==> src/wwr_pkg.sv <==
// shared constants, types and bus carriers of the windowed watchdog block
package wwr_pkg;

	// ----------------------------------------------------------------
	// register map: word index, byte address is four times the index
	// ----------------------------------------------------------------
	localparam logic [2:0] CFG_IDX  = 3'h0;   // timeout_config
	localparam logic [2:0] STAT_IDX = 3'h1;   // lock_and_sync_state
	localparam logic [2:0] IST_IDX  = 3'h2;   // interrupt status, write one to clear
	localparam logic [2:0] IMSK_IDX = 3'h3;   // interrupt mask
	localparam logic [2:0] KEY_IDX  = 3'h4;   // change_protection key
	localparam logic [2:0] LAST_IDX = 3'h4;   // highest mapped index

	// ----------------------------------------------------------------
	// field positions and reset values
	// ----------------------------------------------------------------
	localparam int unsigned PER_LSB  = 0;     // time-out field 3:0
	localparam int unsigned WIN_LSB  = 4;     // window field 7:4
	localparam int unsigned LOCK_BIT = 7;     // lock in status
	localparam int unsigned BUSY_BIT = 0;     // sync_pending in status
	localparam logic [7:0]  STAT_RESET = 8'h00;
	localparam logic [7:0]  CFG_RESET  = 8'h00;  // until the fuse is caught
	localparam logic [3:0]  MAX_CODE   = 4'hB;   // largest valid period code

	// ----------------------------------------------------------------
	// interrupt events
	// ----------------------------------------------------------------
	localparam int unsigned IRQ_W      = 3;
	localparam int unsigned EV_TIMEOUT = 0;   // reset issued by expiry
	localparam int unsigned EV_EARLY   = 1;   // reset issued by early clear
	localparam int unsigned EV_SYNC    = 2;   // config reached slow domain

	// ----------------------------------------------------------------
	// counts
	// ----------------------------------------------------------------
	localparam int unsigned CNT_W             = 15;    // holds 8192 + margin
	localparam logic [14:0] BASE_TICKS        = 15'h0008; // code one period
	localparam logic [1:0]  SYNC_TICKS        = 2'h2;  // slow ticks per config transfer
	localparam logic [1:0]  CLR_TICKS         = 2'h2;  // slow ticks per clear
	localparam logic [2:0]  UNLOCK_WIN_CYCLES = 3'h4;  // unlock lifetime in ref_clk cycles
	localparam logic [7:0]  UNLOCK_KEY        = 8'h5A; // arbitrary key value
	localparam logic [1:0]  RESP_OKAY         = 2'h0;
	localparam logic [1:0]  RESP_SLVERR       = 2'h2;

	// watchdog phase, one-hot
	typedef enum logic [1:0] {
		PH_OPEN   = 2'b01,
		PH_CLOSED = 2'b10
	} wwr_phase_e;

	// axi4-lite master to slave
	typedef struct packed {
		logic        awvalid;
		logic [31:0] awaddr;
		logic        wvalid;
		logic [31:0] wdata;
		logic [3:0]  wstrb;
		logic        bready;
		logic        arvalid;
		logic [31:0] araddr;
		logic        rready;
	} wwr_axi_req_s;

	// axi4-lite slave to master
	typedef struct packed {
		logic        awready;
		logic        wready;
		logic        bvalid;
		logic [1:0]  bresp;
		logic        arready;
		logic        rvalid;
		logic [31:0] rdata;
		logic [1:0]  rresp;
	} wwr_axi_rsp_s;

endpackage

==> src/wwr_tick_sync.sv <==
// synchroniser and rising-edge detector for the slow oscillator clock
`timescale 1ns/1ps
module wwr_tick_sync (
	input  wire logic ref_clk,
	input  wire logic arst_n,
	input  wire logic ce,
	input  wire logic async_i,
	output logic      rise_o
);
	import wwr_pkg::*;

	typedef struct packed {
		logic s1;   // metastable stage, read only by s2
		logic s2;   // settled level
		logic s3;   // delayed level for edge detection
	} wwr_sync_s;

	wwr_sync_s q;   // registered state
	wwr_sync_s d;   // next state

	// ----------------------------------------------------------------
	// next state
	// ----------------------------------------------------------------
	always_comb begin
		d    = q;
		d.s1 = async_i;
		d.s2 = q.s1;
		d.s3 = q.s2;
	end

	// ----------------------------------------------------------------
	// registers, frozen while ce is low
	// ----------------------------------------------------------------
	always_ff @(posedge ref_clk or negedge arst_n) begin
		if (!arst_n) begin
			q <= '0;
		end else if (ce) begin
			q <= d;
		end
	end

	// one ref_clk pulse per slow clock rising edge
	assign rise_o = q.s2 & ~q.s3;

endmodule

==> src/wwr_watchdog.sv <==
// windowed watchdog with axi4-lite registers, lock and change protection
// Operation
// - nonzero time-out code enables, doubling periods
// - window mode: time-out code sets open length
// - nonzero window code selects closed-window operation
// - lock set makes both fields read-only
// - lock set by software or boot completion, only debug clears
// - boot completion with period nonzero sets lock
// - lock and config writes need prior unlock
// - config write raises pending while crossing domains
// - pending drops when transfer completes
// - config loaded from fuse at reset
// - normal mode: expiry without clear resets system
// - clear in closed window resets; first-clear start
// - clear syncs on the second tick, repeats ignored
`timescale 1ns/1ps
module wwr_watchdog #(
	parameter logic [14:0] BASE = wwr_pkg::BASE_TICKS  // slow ticks of code one
) (
	input  wire logic                 ref_clk,
	input  wire logic                 arst_n,
	input  wire logic                 ce,
	input  wire wwr_pkg::wwr_axi_req_s axi_req,
	output wwr_pkg::wwr_axi_rsp_s     axi_rsp,
	input  wire logic                 slow_oscillator_clock,
	input  wire logic [7:0]           boot_config_fuse,
	input  wire logic                 boot_done,
	input  wire logic                 debug_mode,
	input  wire logic                 timer_clear_instruction,
	output logic                      sys_reset_o,
	output logic                      irq_o
);
	import wwr_pkg::*;

	// ----------------------------------------------------------------
	// state
	// ----------------------------------------------------------------
	typedef struct packed {
		logic             aw_got;     // write address held
		logic [31:0]      aw_addr;    // held write address
		logic             w_got;      // write data held
		logic [7:0]       w_data;     // held low byte
		logic             w_lane;     // low byte strobe
		logic             bvalid;     // write answer pending
		logic [1:0]       bresp;      // write answer code
		logic             rvalid;     // read answer pending
		logic [7:0]       rdata;      // read byte
		logic [1:0]       rresp;      // read answer code
		logic             fuse_done;  // fuse caught after release
		logic             boot_seen;  // boot completion handled
		logic [7:0]       cfg;        // timeout_config as written
		logic [7:0]       cfg_act;    // copy in force on the slow side
		logic             lock;       // configuration lock
		logic             sync_pend;  // sync_pending flag
		logic [1:0]       sync_cnt;   // slow ticks into the transfer
		logic [2:0]       unl_cnt;    // unlock cycles left
		logic             clr_pend;   // clear being synchronised
		logic [1:0]       clr_cnt;    // slow ticks into the clear
		wwr_phase_e       phase;      // open or closed window
		logic [CNT_W-1:0] cnt;        // slow tick counter
		logic             sys_rst;    // reset pulse
		logic [IRQ_W-1:0] ist;        // sticky events
		logic [IRQ_W-1:0] imsk;       // event mask
	} wwr_state_s;

	wwr_state_s q;   // registered state
	wwr_state_s d;   // next state

	// ----------------------------------------------------------------
	// helpers
	// ----------------------------------------------------------------
	// slow ticks for a code; reserved codes clamp to the longest period
	function automatic logic [CNT_W-1:0] wwr_ticks(input logic [3:0] code);
		logic [3:0] c;
		c = (code > MAX_CODE) ? MAX_CODE : code;
		if (c == 4'h0) begin
			return {CNT_W{1'b0}};
		end
		return CNT_W'(BASE << (c - 4'h1));
	endfunction

	// address decode: bit 3 is hit, bits 2:0 the index
	function automatic logic [3:0] wwr_decode(input logic [31:0] addr);
		logic hit;
		hit = (addr[31:5] == 27'h000_0000) && (addr[4:2] <= LAST_IDX);
		return {hit, addr[4:2]};
	endfunction

	logic             tick;       // one pulse per slow clock rising edge
	logic [CNT_W-1:0] per_ticks;  // open or normal length
	logic [CNT_W-1:0] win_ticks;  // closed length
	logic [CNT_W-1:0] cnt_inc;    // counter plus one
	logic             run;        // watchdog counting
	logic             clr_apply;  // clear reaches the slow side now
	logic             expire;     // open period runs out now
	logic             closed_end; // closed window runs out now
	logic             wr_fire;    // register write performed now
	logic [3:0]       wr_dec;     // decoded write address
	logic [3:0]       rd_dec;     // decoded read address
	logic             unl_open;   // unlock window active
	logic             cfg_wr_ok;  // accepted config write
	logic [IRQ_W-1:0] ev;         // events this cycle

	// slow oscillator edge, two flops before any use
	wwr_tick_sync u_tick (
		.ref_clk (ref_clk),
		.arst_n  (arst_n),
		.ce      (ce),
		.async_i (slow_oscillator_clock),
		.rise_o  (tick)
	);

	// ----------------------------------------------------------------
	// decode of the current state
	// ----------------------------------------------------------------
	always_comb begin
		per_ticks  = wwr_ticks(q.cfg_act[PER_LSB +: 4]);
		win_ticks  = wwr_ticks(q.cfg_act[WIN_LSB +: 4]);
		cnt_inc    = q.cnt + {{(CNT_W-1){1'b0}}, 1'b1};
		run        = q.fuse_done && (per_ticks != {CNT_W{1'b0}}) && !debug_mode;
		clr_apply  = run && tick && q.clr_pend && (q.clr_cnt == CLR_TICKS - 2'h1);
		expire     = run && tick && !clr_apply && (q.phase == PH_OPEN) && (cnt_inc >= per_ticks);
		closed_end = run && tick && !clr_apply && (q.phase == PH_CLOSED)
			&& (cnt_inc >= win_ticks);
		wr_fire    = q.aw_got && q.w_got && !q.bvalid;
		wr_dec     = wwr_decode(q.aw_addr);
		rd_dec     = wwr_decode(axi_req.araddr);
		unl_open   = (q.unl_cnt != 3'h0);
		cfg_wr_ok  = wr_fire && q.w_lane && wr_dec[3] && (wr_dec[2:0] == CFG_IDX)
			&& unl_open && !q.lock && !q.sync_pend;
	end

	// ----------------------------------------------------------------
	// next state
	// ----------------------------------------------------------------
	always_comb begin
		d         = q;
		ev        = {IRQ_W{1'b0}};
		d.sys_rst = 1'b0;

		// fuse capture on the first enabled cycle after release
		if (!q.fuse_done) begin
			d.fuse_done = 1'b1;
			d.cfg       = boot_config_fuse;
			d.cfg_act   = boot_config_fuse;
		end

		// boot completion locks a running watchdog
		if (boot_done && !q.boot_seen && q.fuse_done) begin
			d.boot_seen = 1'b1;
			if (q.cfg_act[PER_LSB +: 4] != 4'h0) begin
				d.lock = 1'b1;
			end
		end

		// unlock window runs down by itself
		if (unl_open) begin
			d.unl_cnt = q.unl_cnt - 3'h1;
		end

		// axi address and data channels, either order
		if (axi_req.awvalid && axi_rsp.awready) begin
			d.aw_got  = 1'b1;
			d.aw_addr = axi_req.awaddr;
		end
		if (axi_req.wvalid && axi_rsp.wready) begin
			d.w_got  = 1'b1;
			d.w_data = axi_req.wdata[7:0];
			d.w_lane = axi_req.wstrb[0];
		end
		if (q.bvalid && axi_req.bready) begin
			d.bvalid = 1'b0;
		end

		// register write, answered one cycle later
		if (wr_fire) begin
			d.aw_got = 1'b0;
			d.w_got  = 1'b0;
			d.bvalid = 1'b1;
			d.bresp  = wr_dec[3] ? RESP_OKAY : RESP_SLVERR;
			if (wr_dec[3] && q.w_lane) begin
				case (wr_dec[2:0])
					CFG_IDX: begin
						// a write while busy or locked is dropped
						if (cfg_wr_ok) begin
							d.cfg       = q.w_data;
							d.sync_pend = 1'b1;
							d.sync_cnt  = 2'h0;
						end
						if (unl_open) begin
							d.unl_cnt = 3'h0;
						end
					end
					STAT_IDX: begin
						// sync_pending is read-only; the lock bit write needs prior unlock
						if (unl_open) begin
							d.unl_cnt = 3'h0;
							if (q.w_data[LOCK_BIT]) begin
								d.lock = 1'b1;
							end else if (debug_mode) begin
								d.lock = 1'b0;
							end
						end
					end
					IST_IDX: begin
						d.ist = q.ist & ~q.w_data[IRQ_W-1:0];
					end
					IMSK_IDX: begin
						d.imsk = q.w_data[IRQ_W-1:0];
					end
					KEY_IDX: begin
						if (q.w_data == UNLOCK_KEY) begin
							d.unl_cnt = UNLOCK_WIN_CYCLES;
						end
					end
					default: begin
						d.unl_cnt = d.unl_cnt;
					end
				endcase
			end
		end

		// read channel, data registered with the valid
		if (q.rvalid && axi_req.rready) begin
			d.rvalid = 1'b0;
		end
		if (axi_req.arvalid && axi_rsp.arready) begin
			d.rvalid = 1'b1;
			d.rresp  = rd_dec[3] ? RESP_OKAY : RESP_SLVERR;
			d.rdata  = 8'h00;
			if (rd_dec[3]) begin
				case (rd_dec[2:0])
					CFG_IDX:  d.rdata = q.cfg;
					STAT_IDX: d.rdata = {q.lock, 6'h00, q.sync_pend};
					IST_IDX:  d.rdata = {{(8-IRQ_W){1'b0}}, q.ist};
					IMSK_IDX: d.rdata = {{(8-IRQ_W){1'b0}}, q.imsk};
					default:  d.rdata = 8'h00;  // key reads as zero
				endcase
			end
		end

		// config transfer into the slow domain
		if (q.sync_pend && tick) begin
			if (q.sync_cnt == SYNC_TICKS - 2'h1) begin
				d.sync_pend = 1'b0;
				d.cfg_act   = q.cfg;
				ev[EV_SYNC] = 1'b1;
			end else begin
				d.sync_cnt = q.sync_cnt + 2'h1;
			end
		end

		// clear instruction capture; a repeat while pending is lost
		if (run && timer_clear_instruction && !q.clr_pend) begin
			d.clr_pend = 1'b1;
			d.clr_cnt  = 2'h0;
		end
		if (run && tick && q.clr_pend && !clr_apply) begin
			d.clr_cnt = q.clr_cnt + 2'h1;
		end

		// counter and window phase
		if (!run) begin
			d.cnt      = {CNT_W{1'b0}};
			d.phase    = PH_OPEN;
			d.clr_pend = 1'b0;
		end else if (clr_apply) begin
			d.clr_pend = 1'b0;
			d.cnt      = {CNT_W{1'b0}};
			if (q.phase == PH_CLOSED) begin
				d.sys_rst    = 1'b1;
				ev[EV_EARLY] = 1'b1;
				d.phase      = PH_OPEN;
			end else begin
				// closed window starts only after a clear
				d.phase = (win_ticks != {CNT_W{1'b0}}) ? PH_CLOSED : PH_OPEN;
			end
		end else if (closed_end) begin
			d.phase = PH_OPEN;
			d.cnt   = {CNT_W{1'b0}};
		end else if (expire) begin
			d.sys_rst      = 1'b1;
			ev[EV_TIMEOUT] = 1'b1;
			d.cnt          = {CNT_W{1'b0}};
			d.phase        = PH_OPEN;
		end else if (tick) begin
			d.cnt = cnt_inc;
		end

		// normal mode never stays in a closed window
		if (run && (win_ticks == {CNT_W{1'b0}}) && !closed_end) begin
			d.phase = PH_OPEN;
		end

		// events win over a clear in the same cycle
		d.ist = d.ist | ev;
	end

	// ----------------------------------------------------------------
	// registers, frozen while ce is low
	// ----------------------------------------------------------------
	always_ff @(posedge ref_clk or negedge arst_n) begin
		if (!arst_n) begin
			q       <= '0;
			q.cfg   <= CFG_RESET;
			q.cfg_act <= CFG_RESET;
			q.lock  <= STAT_RESET[LOCK_BIT];
			q.phase <= PH_OPEN;
		end else if (ce) begin
			q <= d;
		end
	end

	// ----------------------------------------------------------------
	// outputs
	// ----------------------------------------------------------------
	always_comb begin
		axi_rsp.awready = !q.aw_got && !q.bvalid;
		axi_rsp.wready  = !q.w_got && !q.bvalid;
		axi_rsp.bvalid  = q.bvalid;
		axi_rsp.bresp   = q.bresp;
		axi_rsp.arready = !q.rvalid;
		axi_rsp.rvalid  = q.rvalid;
		axi_rsp.rdata   = {24'h00_0000, q.rdata};
		axi_rsp.rresp   = q.rresp;
	end

	assign sys_reset_o = q.sys_rst;
	assign irq_o       = |(q.ist & q.imsk);
endmodule

==> config.mk <==
export PLATFORM = sky130hd
export DESIGN_NAME = wwr_watchdog
export DESIGN_NICKNAME = d
export VERILOG_FILES = /design/src/wwr_pkg.sv /design/src/wwr_tick_sync.sv /design/src/wwr_watchdog.sv
export SDC_FILE = /design/constraint.sdc
export NUM_CORES = 1
export LEC_CHECK = 0
export BUFFER_PORTS_ARGS = -buffer_cell sky130_fd_sc_hd__buf_2
export CAP_MARGIN = 20
export CORE_MARGIN = 4
export CORE_UTILIZATION = 35
export CTS_BUF_LIST = sky130_fd_sc_hd__clkbuf_8
export DETAILED_ROUTE_END_ITERATION = 7
export GPL_ROUTABILITY_DRIVEN = 1
export PLACE_DENSITY = 0.53
export SLEW_MARGIN = 20
export SYNTH_ARGS = -nofsm -noshare
export SYNTH_HDL_FRONTEND = slang
export SYNTH_SLANG_ARGS = --single-unit
==> constraint.sdc <==
create_clock -name ref_clk -period 3.4 [get_ports ref_clk]
set_input_delay 0.68 -clock ref_clk [delete_from_list [all_inputs] [get_ports ref_clk]]
set_output_delay 0.68 -clock ref_clk [all_outputs]
set_load 0.03 [all_outputs]
; ---- Word level (Yosys, flattened, before mapping)
; Index checks and enable logic that the tools add are counted.
[word_totals]
regBits = 112
input_bits = 120
[classes]
shift = 2
bitwise_logic = 6
n_addsub = 6
muxes = 70
eq_ne = 15
n_reduce_logical = 79
magnitude_cmp = 6
[ops]
columns = cell, n
row1 = $mux 15, 6
row2 = $mux 8, 7
row3 = $logic_not 27->1, 2
row4 = $logic_and 1x1->1, 36
row5 = $mux 17, 2
row6 = $mux 33, 1
row7 = $pmux 8 s4, 1
row8 = $ge 15x15->1, 2
row9 = $mux 3, 10
row10 = $reduce_bool 15->1, 2
row11 = $shl 4x4->15 const A, 2
row12 = $reduce_and 2->1, 13
row13 = $mux 1, 23
row14 = $mux 18, 1
row15 = $mux 2, 9
row16 = $mux 16, 1
row17 = $add 15x1->15 const B, 1
row18 = $logic_not 15->1, 1
row19 = $mux 7, 2
row20 = $eq 3x2->1 const B, 4
row21 = $mux 6, 2
row22 = $logic_not 1->1, 11
row23 = $mux 11, 1
row24 = $mux 10, 1
row25 = 28 further kinds, 43

; ---- Logic depth before layout (Yosys ltp)
; Gate-level depths: netlist (run 1).
[depth]
ltp_word = 20
mapped_depth = 14
depth_no_buf = 13

; ---- Modules after synthesis
; From an unflattened synthesis (run 1), not the netlist that was laid out.
[unflattened]
cells_unflattened = 642
hier_area_um2 = 6241.0
[by_module_without_submodules]
columns = mod, cells_per_inst, n_inst, area_each_um2, seq_area_each_um2
row1 = wwr_watchdog, 635, 1, 6125.9, 2628.8
row2 = wwr_tick_sync, 7, 1, 115.1, 75.1

; ---- Worst setup path after synthesis (run 1)
; Ideal clock, no wire load.
[synth_path]
kind = register -> register
start = reg q[7] (netlist bit)
end = reg q (netlist bit sys_reset_o)
stages_incl_launch_ff = 14
path_buffers = 0
path_slack_ps = 516
required_time_ps = 3274
arrival_ps = 2758
cell_sequence = dfrtp_1 -> ha_1 -> and3_1 -> and3_1 -> and3_1 -> xor2_1 -> ha_1 -> nand4_1 -> nor3_1 -> a221oi_2 -> nor2_1 -> a21o_1 -> a221oi_1 -> nor2_1
[synth_between]
elab_chain_len = 7
[synth_rtl]
columns = element, line
row1 = "start, declared", wwr_watchdog.sv:66  ; wwr_state_s q;
row2 = $add 15x1->15 (*), wwr_watchdog.sv:119  ; cnt_inc = q.cnt + {{(CNT_W-1){1'b0}}, 1'b1};
row3 = $ge 15x15->1, wwr_watchdog.sv:122  ; expire = run && tick && !clr_apply && (q.phase == PH_OPEN) && (cnt_inc >= per_ticks);
row4 = $logic_and 1x1->1, wwr_watchdog.sv:122
row5 = $mux 1, wwr_watchdog.sv:281  ; end else if (expire) begin
row6 = $mux 1 (*), wwr_watchdog.sv:278  ; end else if (closed_end) begin
row7 = $mux 18 (*), wwr_watchdog.sv:267  ; end else if (clr_apply) begin
row8 = $mux 1 (*), wwr_watchdog.sv:263  ; if (!run) begin
; Every way passes the cells marked *; elsewhere a longest branch is shown, timed or not.
; A chain may end at the register's enable or synchronous reset.

; ---- Worst setup path after layout (run 1)
[layout_path]
start = reg q[7] (netlist bit)
end = reg q[17] (netlist bit)
[layout_between]
elab_chain_len = 7
[layout_rtl]
columns = element, line
row1 = $add 15x1->15 (*), wwr_watchdog.sv:119
row2 = $ge 15x15->1, wwr_watchdog.sv:122
row3 = $logic_and 1x1->1, wwr_watchdog.sv:122
row4 = $mux 15, wwr_watchdog.sv:281
row5 = $mux 17, wwr_watchdog.sv:278
row6 = $mux 18, wwr_watchdog.sv:267
row7 = $mux 17, wwr_watchdog.sv:263
; Every way passes the cells marked *; elsewhere a longest branch is shown, timed or not. The select of a mux whose other input is x is not followed.

==> impl_metrics.json, run 1 <==
{
  "grt_pass1_wl_mm": 25.6,
  "yosysSeqAreaShare_pct": 43.7,
  "crit_path_top_delay_cell": "dfrtp_2",
  "portBuffers": 105,
  "syn-instance-count": 607,
  "worst-slew-pin-transition_ns": 0.687,
  "slew_violations": 0,
  "final_util_pct": 41.3,
  "arrival_ns": 3.52,
  "fp.dieW_um": 141,
  "cts_hold_buf": 0,
  "cts_tree": "yes",
  "cp_cell_sequence": "ha_2 -> and3_2 -> and3_4 -> and3_1 -> xor2_1 -> ha_1 -> a21oi_1 -> o22ai_1 -> a31o_2 -> or3_4 -> a211oi_2 -> a21o_1",
  "cp-end-kind": "flip-flop",
  "post-route-min-period_ns": 3.19,
  "initial_core_util_pct": 35.8,
  "fillers": 1735,
  "start_kind": "flip-flop",
  "avgSynthCellArea_um2": 10.2,
  "r2r_cells": 12,
  "crit_required_ns": 3.74,
  "hold_viol": 0,
  "dpl.hpwl_mm": 11.9,
  "path_clk_slew_ns": 0.11,
  "grt_overflow_total": 0,
  "detail_route.wirelength_mm": 15.4,
  "grt_pass1_vias": 5230,
  "die_h_um": 141,
  "power.total_mw": 4.29,
  "dr.first_iter.drc_count": 279,
  "synth_top_area_share_pct": 43.3,
  "clockBufferDepth": 2,
  "synth_seq_cells": 108,
  "syn2layout_area_growth_pct": 15.3,
  "rrSetupSlack_ns": 0.21,
  "final_common_cell": "dfrtp_1",
  "antenna_left": 0,
  "worstSetupPathType": "flip-flop to flip-flop",
  "vdd_drop_max_mv": 0.282,
  "outcome": "finished clean",
  "num_vias": 4976,
  "r2r_start": "q[7]",
  "timing.final.crit_share_pct": 93.7,
  "rsz0062_at_grt": "no",
  "r2r_end": "q[17]",
  "final_cell_mix": "105 x dfrtp_1, 104 x buf_2, 51 x nand2_1",
  "clk_latency_ns": 0.40,
  "crit_fanout": 5,
  "synth-edff-count": 0,
  "setup_violations": 0,
  "num_rows": 48,
  "diodes": 0,
  "htree_levels": 3,
  "critPathMaxStageDelay_ns": 0.45,
  "yosysTopAreaCell": "dfrtp_1",
  "drc": 0,
  "antenna_found_initial": 2,
  "synthTopCellsByArea": "dfrtp_1 43%, mux2_2 8.0%, ha_1 6.1%",
  "synth_cell_types": 66,
  "syn_area_um2": 6190,
  "fin_nets": 864,
  "die_area_um2": 19900,
  "p_leak_nw": 3.32,
  "grt_use_total_pct": 15.8,
  "fin_skew_ns": 0.0180,
  "p_per_area_nw_per_um2": 601,
  "io_pins": 163,
  "synthFlopType": "dfrtp_1",
  "max_freq_ghz": 0.314,
  "cts_buffers": 9,
  "timing.setup.tns_ns": 0,
  "core_um2": 17300,
  "vias_per_cell": 5.27,
  "async_reset_ff_share_pct": 100,
  "clock-sinks": 108,
  "gp_routability_congestion": 0.851,
  "cap_viol_max_count": 0,
  "wl_per_cell_um": 16.3,
  "cts-root-buf": "clkbuf_8",
  "slew_headroom_pct": 54.2,
  "drive_gt1_share_pct": 30.5,
  "grt_max_degree": 52,
  "first_pass_iters": 4,
  "holdCritPathClass": "primary input to async pin",
  "synth_warnings": 0
}
## repair_timing
| item | in CTS | in global routing |
|---|---|---|
| endpoints found under the setup margin | 0 | 18 |
| setup buffers | 0 | 8 |
| endpoints found under the hold margin | 0 | 0 |
| gates resized for setup | 0 | 10 |
## metrics by stage
step	hold WS, ns	cell area (um^2)	instances	setup WS [ns]
final	0.278	7140	944	0.214
after global routing	0.303	7140	944	0.000849
after CTS	0.281	7040	936	0.0423
after detailed placement	0.468	6840	920	0.0637
after global placement	0.463	6840	920	0.127
after floorplan	0.384	6280	633	0.516
## final cells by class
| cell class | count | area (um^2) | area share, % |
|---|---|---|---|
| multi-input combinational | 458 | 3210 | 45.0 |
| tap | 225 | 282 | 3.95 |
| clock buffer | 9 | 124 | 1.74 |
| sequential | 108 | 2710 | 37.9 |
| clock inverter | 7 | 72.6 | 1.02 |
| inverter | 10 | 37.5 | 0.526 |
| timing repair buffer | 127 | 706 | 9.89 |
## Yosys cell counts (all sizes together) (5+ instances only)
cell type and number:
inv 10, nor2 42, nand4 9, buf 49, a22o 8, o21ai 21, o211ai 5, a21oi 30
clkbuf 8, nand2b 15, and3 8, nor4 17, dfrtp 107, ha 30, nand3 23, nor3 13
nand2 51, mux2 47, a31oi 6, a32o 11, nor2b 10, xnor2 8, o22ai 18, a21o 13
## kinds of logic after synthesis
kind of cell,count (synthesis),synth area share (%)
AND/OR/NAND/NOR,206,17.6
AO/OA/AOI/OAI,136,15.5
flip-flops,108,43.7
buffers and inverters,67,6.63
multiplexers,49,9.08
adder cells (fa/ha/maj),30,6.07
XOR/XNOR,9,1.27
other,2,0.121
## routing by layer
layer  vias to the layer above  track usage (%)  routed length, um
met5                         -                0                 22
met4                         4             5.56                274
met3                        20             3.26                798
met2                       114             26.6               7560
met1                      2440             20.3               6700
li1                       2398                -                  -
## report_power, final
group	switching (mW)	internal [mW]
Combinational	0.747	0.672
Sequential	0.385	1.69
Clock	0.507	0.291
## registers in the layout, summed over array words and instances (netlist names)
register,flops
q,92
axi_rsp,12
u_tick.d,2
sys_reset_o,1
u_tick.q,1
## worst max-delay path: cells and delay by family, from the launching register on
family / cells / cell delay [ns]
flops: 1 / 0.45
compound gates: 5 / 0.86
xor+xnor: 1 / 0.28
simple gates: 4 / 1.03
fa+ha+maj: 2 / 0.53
## worst max-delay path by stage
stage | cells after the start | endpoint | start | slack [ns]
finish | 12 | q[17] | q[7] | 0.21
global route | 14 | q[22] | q[7] | 0.0008
CTS | 13 | sys_reset_o | q[7] | 0.04
detailed placement | 13 | sys_reset_o | q[7] | 0.06
global placement | 13 | sys_reset_o | q[7] | 0.13
floorplan | 13 | sys_reset_o | q[7] | 0.52
(Power assumes the default switching activity.)
==> run 2, diff against run 1 <==
--- a/config.mk
+++ b/config.mk
@@ -5,6 +5,7 @@
 export SDC_FILE = /design/constraint.sdc
 export NUM_CORES = 1
 export LEC_CHECK = 0
+export ABC_AREA = 1
 export BUFFER_PORTS_ARGS = -buffer_cell sky130_fd_sc_hd__buf_2
 export CAP_MARGIN = 20
 export CORE_MARGIN = 4
@@ -12,7 +13,7 @@
 export CTS_BUF_LIST = sky130_fd_sc_hd__clkbuf_8
 export DETAILED_ROUTE_END_ITERATION = 7
 export GPL_ROUTABILITY_DRIVEN = 1
-export PLACE_DENSITY = 0.53
+export PLACE_DENSITY = 0.52
 export SLEW_MARGIN = 20
 export SYNTH_ARGS = -nofsm -noshare
 export SYNTH_HDL_FRONTEND = slang
==> run 2 against run 1 <==
Compared with the run above:
- sequential power down 7%
- design area grew 3.6%
- combinational power increased by 6%
- non-clock buffer count shrank 14
- sequential cell count unchanged
- synthesized area rose by 6.0%
- register-to-register slack better by 0.15 ns
- power shrank 1.2%
- fmax is 5.0% higher
- clock skew fell by 0.0059 ns
- first-iteration DRC count shrank 19%
- critical endpoint unchanged
- highest routed layer unchanged
==> impl_metrics.json, run 2 <==
{
  "outcome": "finished clean",
  "cap_viol_max_count": 0,
  "start_kind": "flip-flop",
  "cts_buffers": 9,
  "core_um2": 18200,
  "synthTopCellsByArea": "dfrtp_1 41%, nand2_1 12%, ha_1 5.7%",
  "final_util_pct": 40.6,
  "rsz0062_at_grt": "no",
  "drive_gt1_share_pct": 19.7,
  "grt_pass1_wl_mm": 25.5,
  "dpl.hpwl_mm": 11.8,
  "detail_route.wirelength_mm": 15.2,
  "gp_routability_congestion": 0.810,
  "cts-root-buf": "clkbuf_8",
  "dr.first_iter.drc_count": 226,
  "dp.cells": 1144,
  "synth_top_area_share_pct": 40.8,
  "drc": 0,
  "final_cell_mix": "217 x nand2_1, 107 x dfrtp_1, 104 x buf_2",
  "setup_ws_ns": 0.364,
  "synth_cell_types": 48,
  "post-place-ws_ns": 0.226,
  "synthFlopType": "dfrtp_1",
  "largest-register": "q",
  "grt_use_total_pct": 15.2,
  "num_rows": 49,
  "setup_violations": 0,
  "hold_slack_ns": 0.303,
  "syn_area_um2": 6560,
  "cts_tree": "yes",
  "vias_per_cell": 4.66,
  "worst-slew-pin-transition_ns": 0.620,
  "hold_viol": 0,
  "fp.dieW_um": 145,
  "async_reset_ff_share_pct": 100,
  "yosysTopAreaCell": "dfrtp_1",
  "num_vias": 5405,
  "initial_core_util_pct": 36.0,
  "placed_cell_area_um2": 7160,
  "final_cells": 1161,
  "timing.setup.tns_ns": 0,
  "antenna_left": 0,
  "cp-end-kind": "flip-flop",
  "yosysMostFrequentCell": "nand2_1",
  "fin_nets": 1077,
  "p_leak_nw": 3.89,
  "avgSynthCellArea_um2": 7.87,
  "largest_register_ffs": 92,
  "holdCritPathClass": "primary input to async pin",
  "post-route-min-period_ns": 3.04,
  "synth_seq_cells": 108,
  "first_pass_iters": 4,
  "die_h_um": 145,
  "crit_required_ns": 3.73,
  "fillers": 1917,
  "final_common_cell": "nand2_1",
  "clk_latency_ns": 0.39,
  "fin_skew_ns": 0.0121,
  "grt_max_degree": 55,
  "slew_headroom_pct": 58.6,
  "synth-edff-count": 0,
  "multi_input_area_um2": 3250,
  "wl_per_cell_um": 13.1,
  "r2r_start": "q[7]",
  "worstSetupPathType": "flip-flop to flip-flop",
  "io_pins": 163,
  "portBuffers": 105,
  "syn2layout_area_growth_pct": 12.8,
  "power.total_mw": 4.23,
  "p_per_area_nw_per_um2": 573,
  "slew_violations": 0,
  "regArea_um2": 2700,
  "htree_levels": 3,
  "clockBufferDepth": 2,
  "crit_fanout": 14,
  "grt_overflow_total": 0,
  "crit_start": "q[7]",
  "die_area_um2": 21000,
  "grt_pass1_vias": 5300,
  "antenna_found_initial": 1,
  "yosysSeqAreaShare_pct": 41.2,
  "timing.final.crit_share_pct": 89.3,
  "design_area_um2": 7390,
  "clock-sinks": 108,
  "syn-instance-count": 833,
  "vdd_drop_max_mv": 0.327,
  "diodes": 0,
  "max_freq_ghz": 0.329,
  "synth_warnings": 0,
  "ys_top_cells_by_count": "217 x nand2_1, 107 x dfrtp_1, 88 x nor2_1",
  "path_clk_slew_ns": 0.11,
  "arrival_ns": 3.37
}
run 2: area by class of cell:
cell class / count / area share (%)
multi-input cells: 604 / 44.0
flip-flops and latches: 108 / 36.6
repair buffers: 113 / 8.29
inverters: 91 / 4.62
well taps: 229 / 3.88
clock buffers: 11 / 2.05
clock inverters: 5 / 0.575
run 2: kinds of logic after synthesis:
| group | count (synthesis) | share of synthesized area [%] |
|---|---|---|
| mux | 29 | 4.96 |
| compound gates | 85 | 7.10 |
| simple gates | 418 | 28.1 |
| other cells | 2 | 0.115 |
| fa+ha+maj | 30 | 5.73 |
| flops | 108 | 41.2 |
| xor+xnor | 14 | 1.87 |
| buf+inv | 147 | 10.8 |
run 2: path summary, 6_finish.rpt:
| check | endpoint | slack, ns | depth (start not counted) |
|---|---|---|---|
| max | q[17] | 0.36 | 20 |
| min | q[32] | 0.30 | 1 |
| max reg2reg | q[17] | 0.36 | 20 |
| min reg2reg | q[50] | 0.47 | 2 |
| max in group asynchronous | q[31] | 2.41 | 2 |
| min in group ref_clk | q[50] | 0.47 | 2 |
run 2: power by group:
part	internal, mW	switching [mW]	total, mW
Combinational	0.584	0.929	1.51
Sequential	1.65	0.269	1.92
Clock	0.317	0.480	0.796
run 2: timing repair:
item	CTS	global route
hold buffers	0	0
setup endpoints to repair	0	14
resized for setup	0	2
buffers inserted	0	1
run 2: layer usage:
layer	vias to the layer above	routed length (um)	GRT usage, %
met4	2	206	3.73
li1	2804	-	-
met3	15	721	4.14
met5	-	14	0
met1	2479	7090	20.1
met2	105	7120	25.0
run 2: worst max-delay path, stage by stage (launching register included):
cell	delay (ns)
dfrtp_1	0.43
ha_1	0.21
nand2_1	0.07
nor2_2	0.13
nand3_2	0.12
nor3_2	0.11
nand2_1	0.12
nor2_1	0.18
xor2_2	0.21
ha_1	0.28
nand2_1	0.08
nor2_1	0.06
and2_1	0.14
nand2_1	0.05
nand3_1	0.15
nand2_2	0.14
nand3_4	0.10
nor2_4	0.13
buf_12	0.14
nand2_1	0.06
nand2_1	0.06
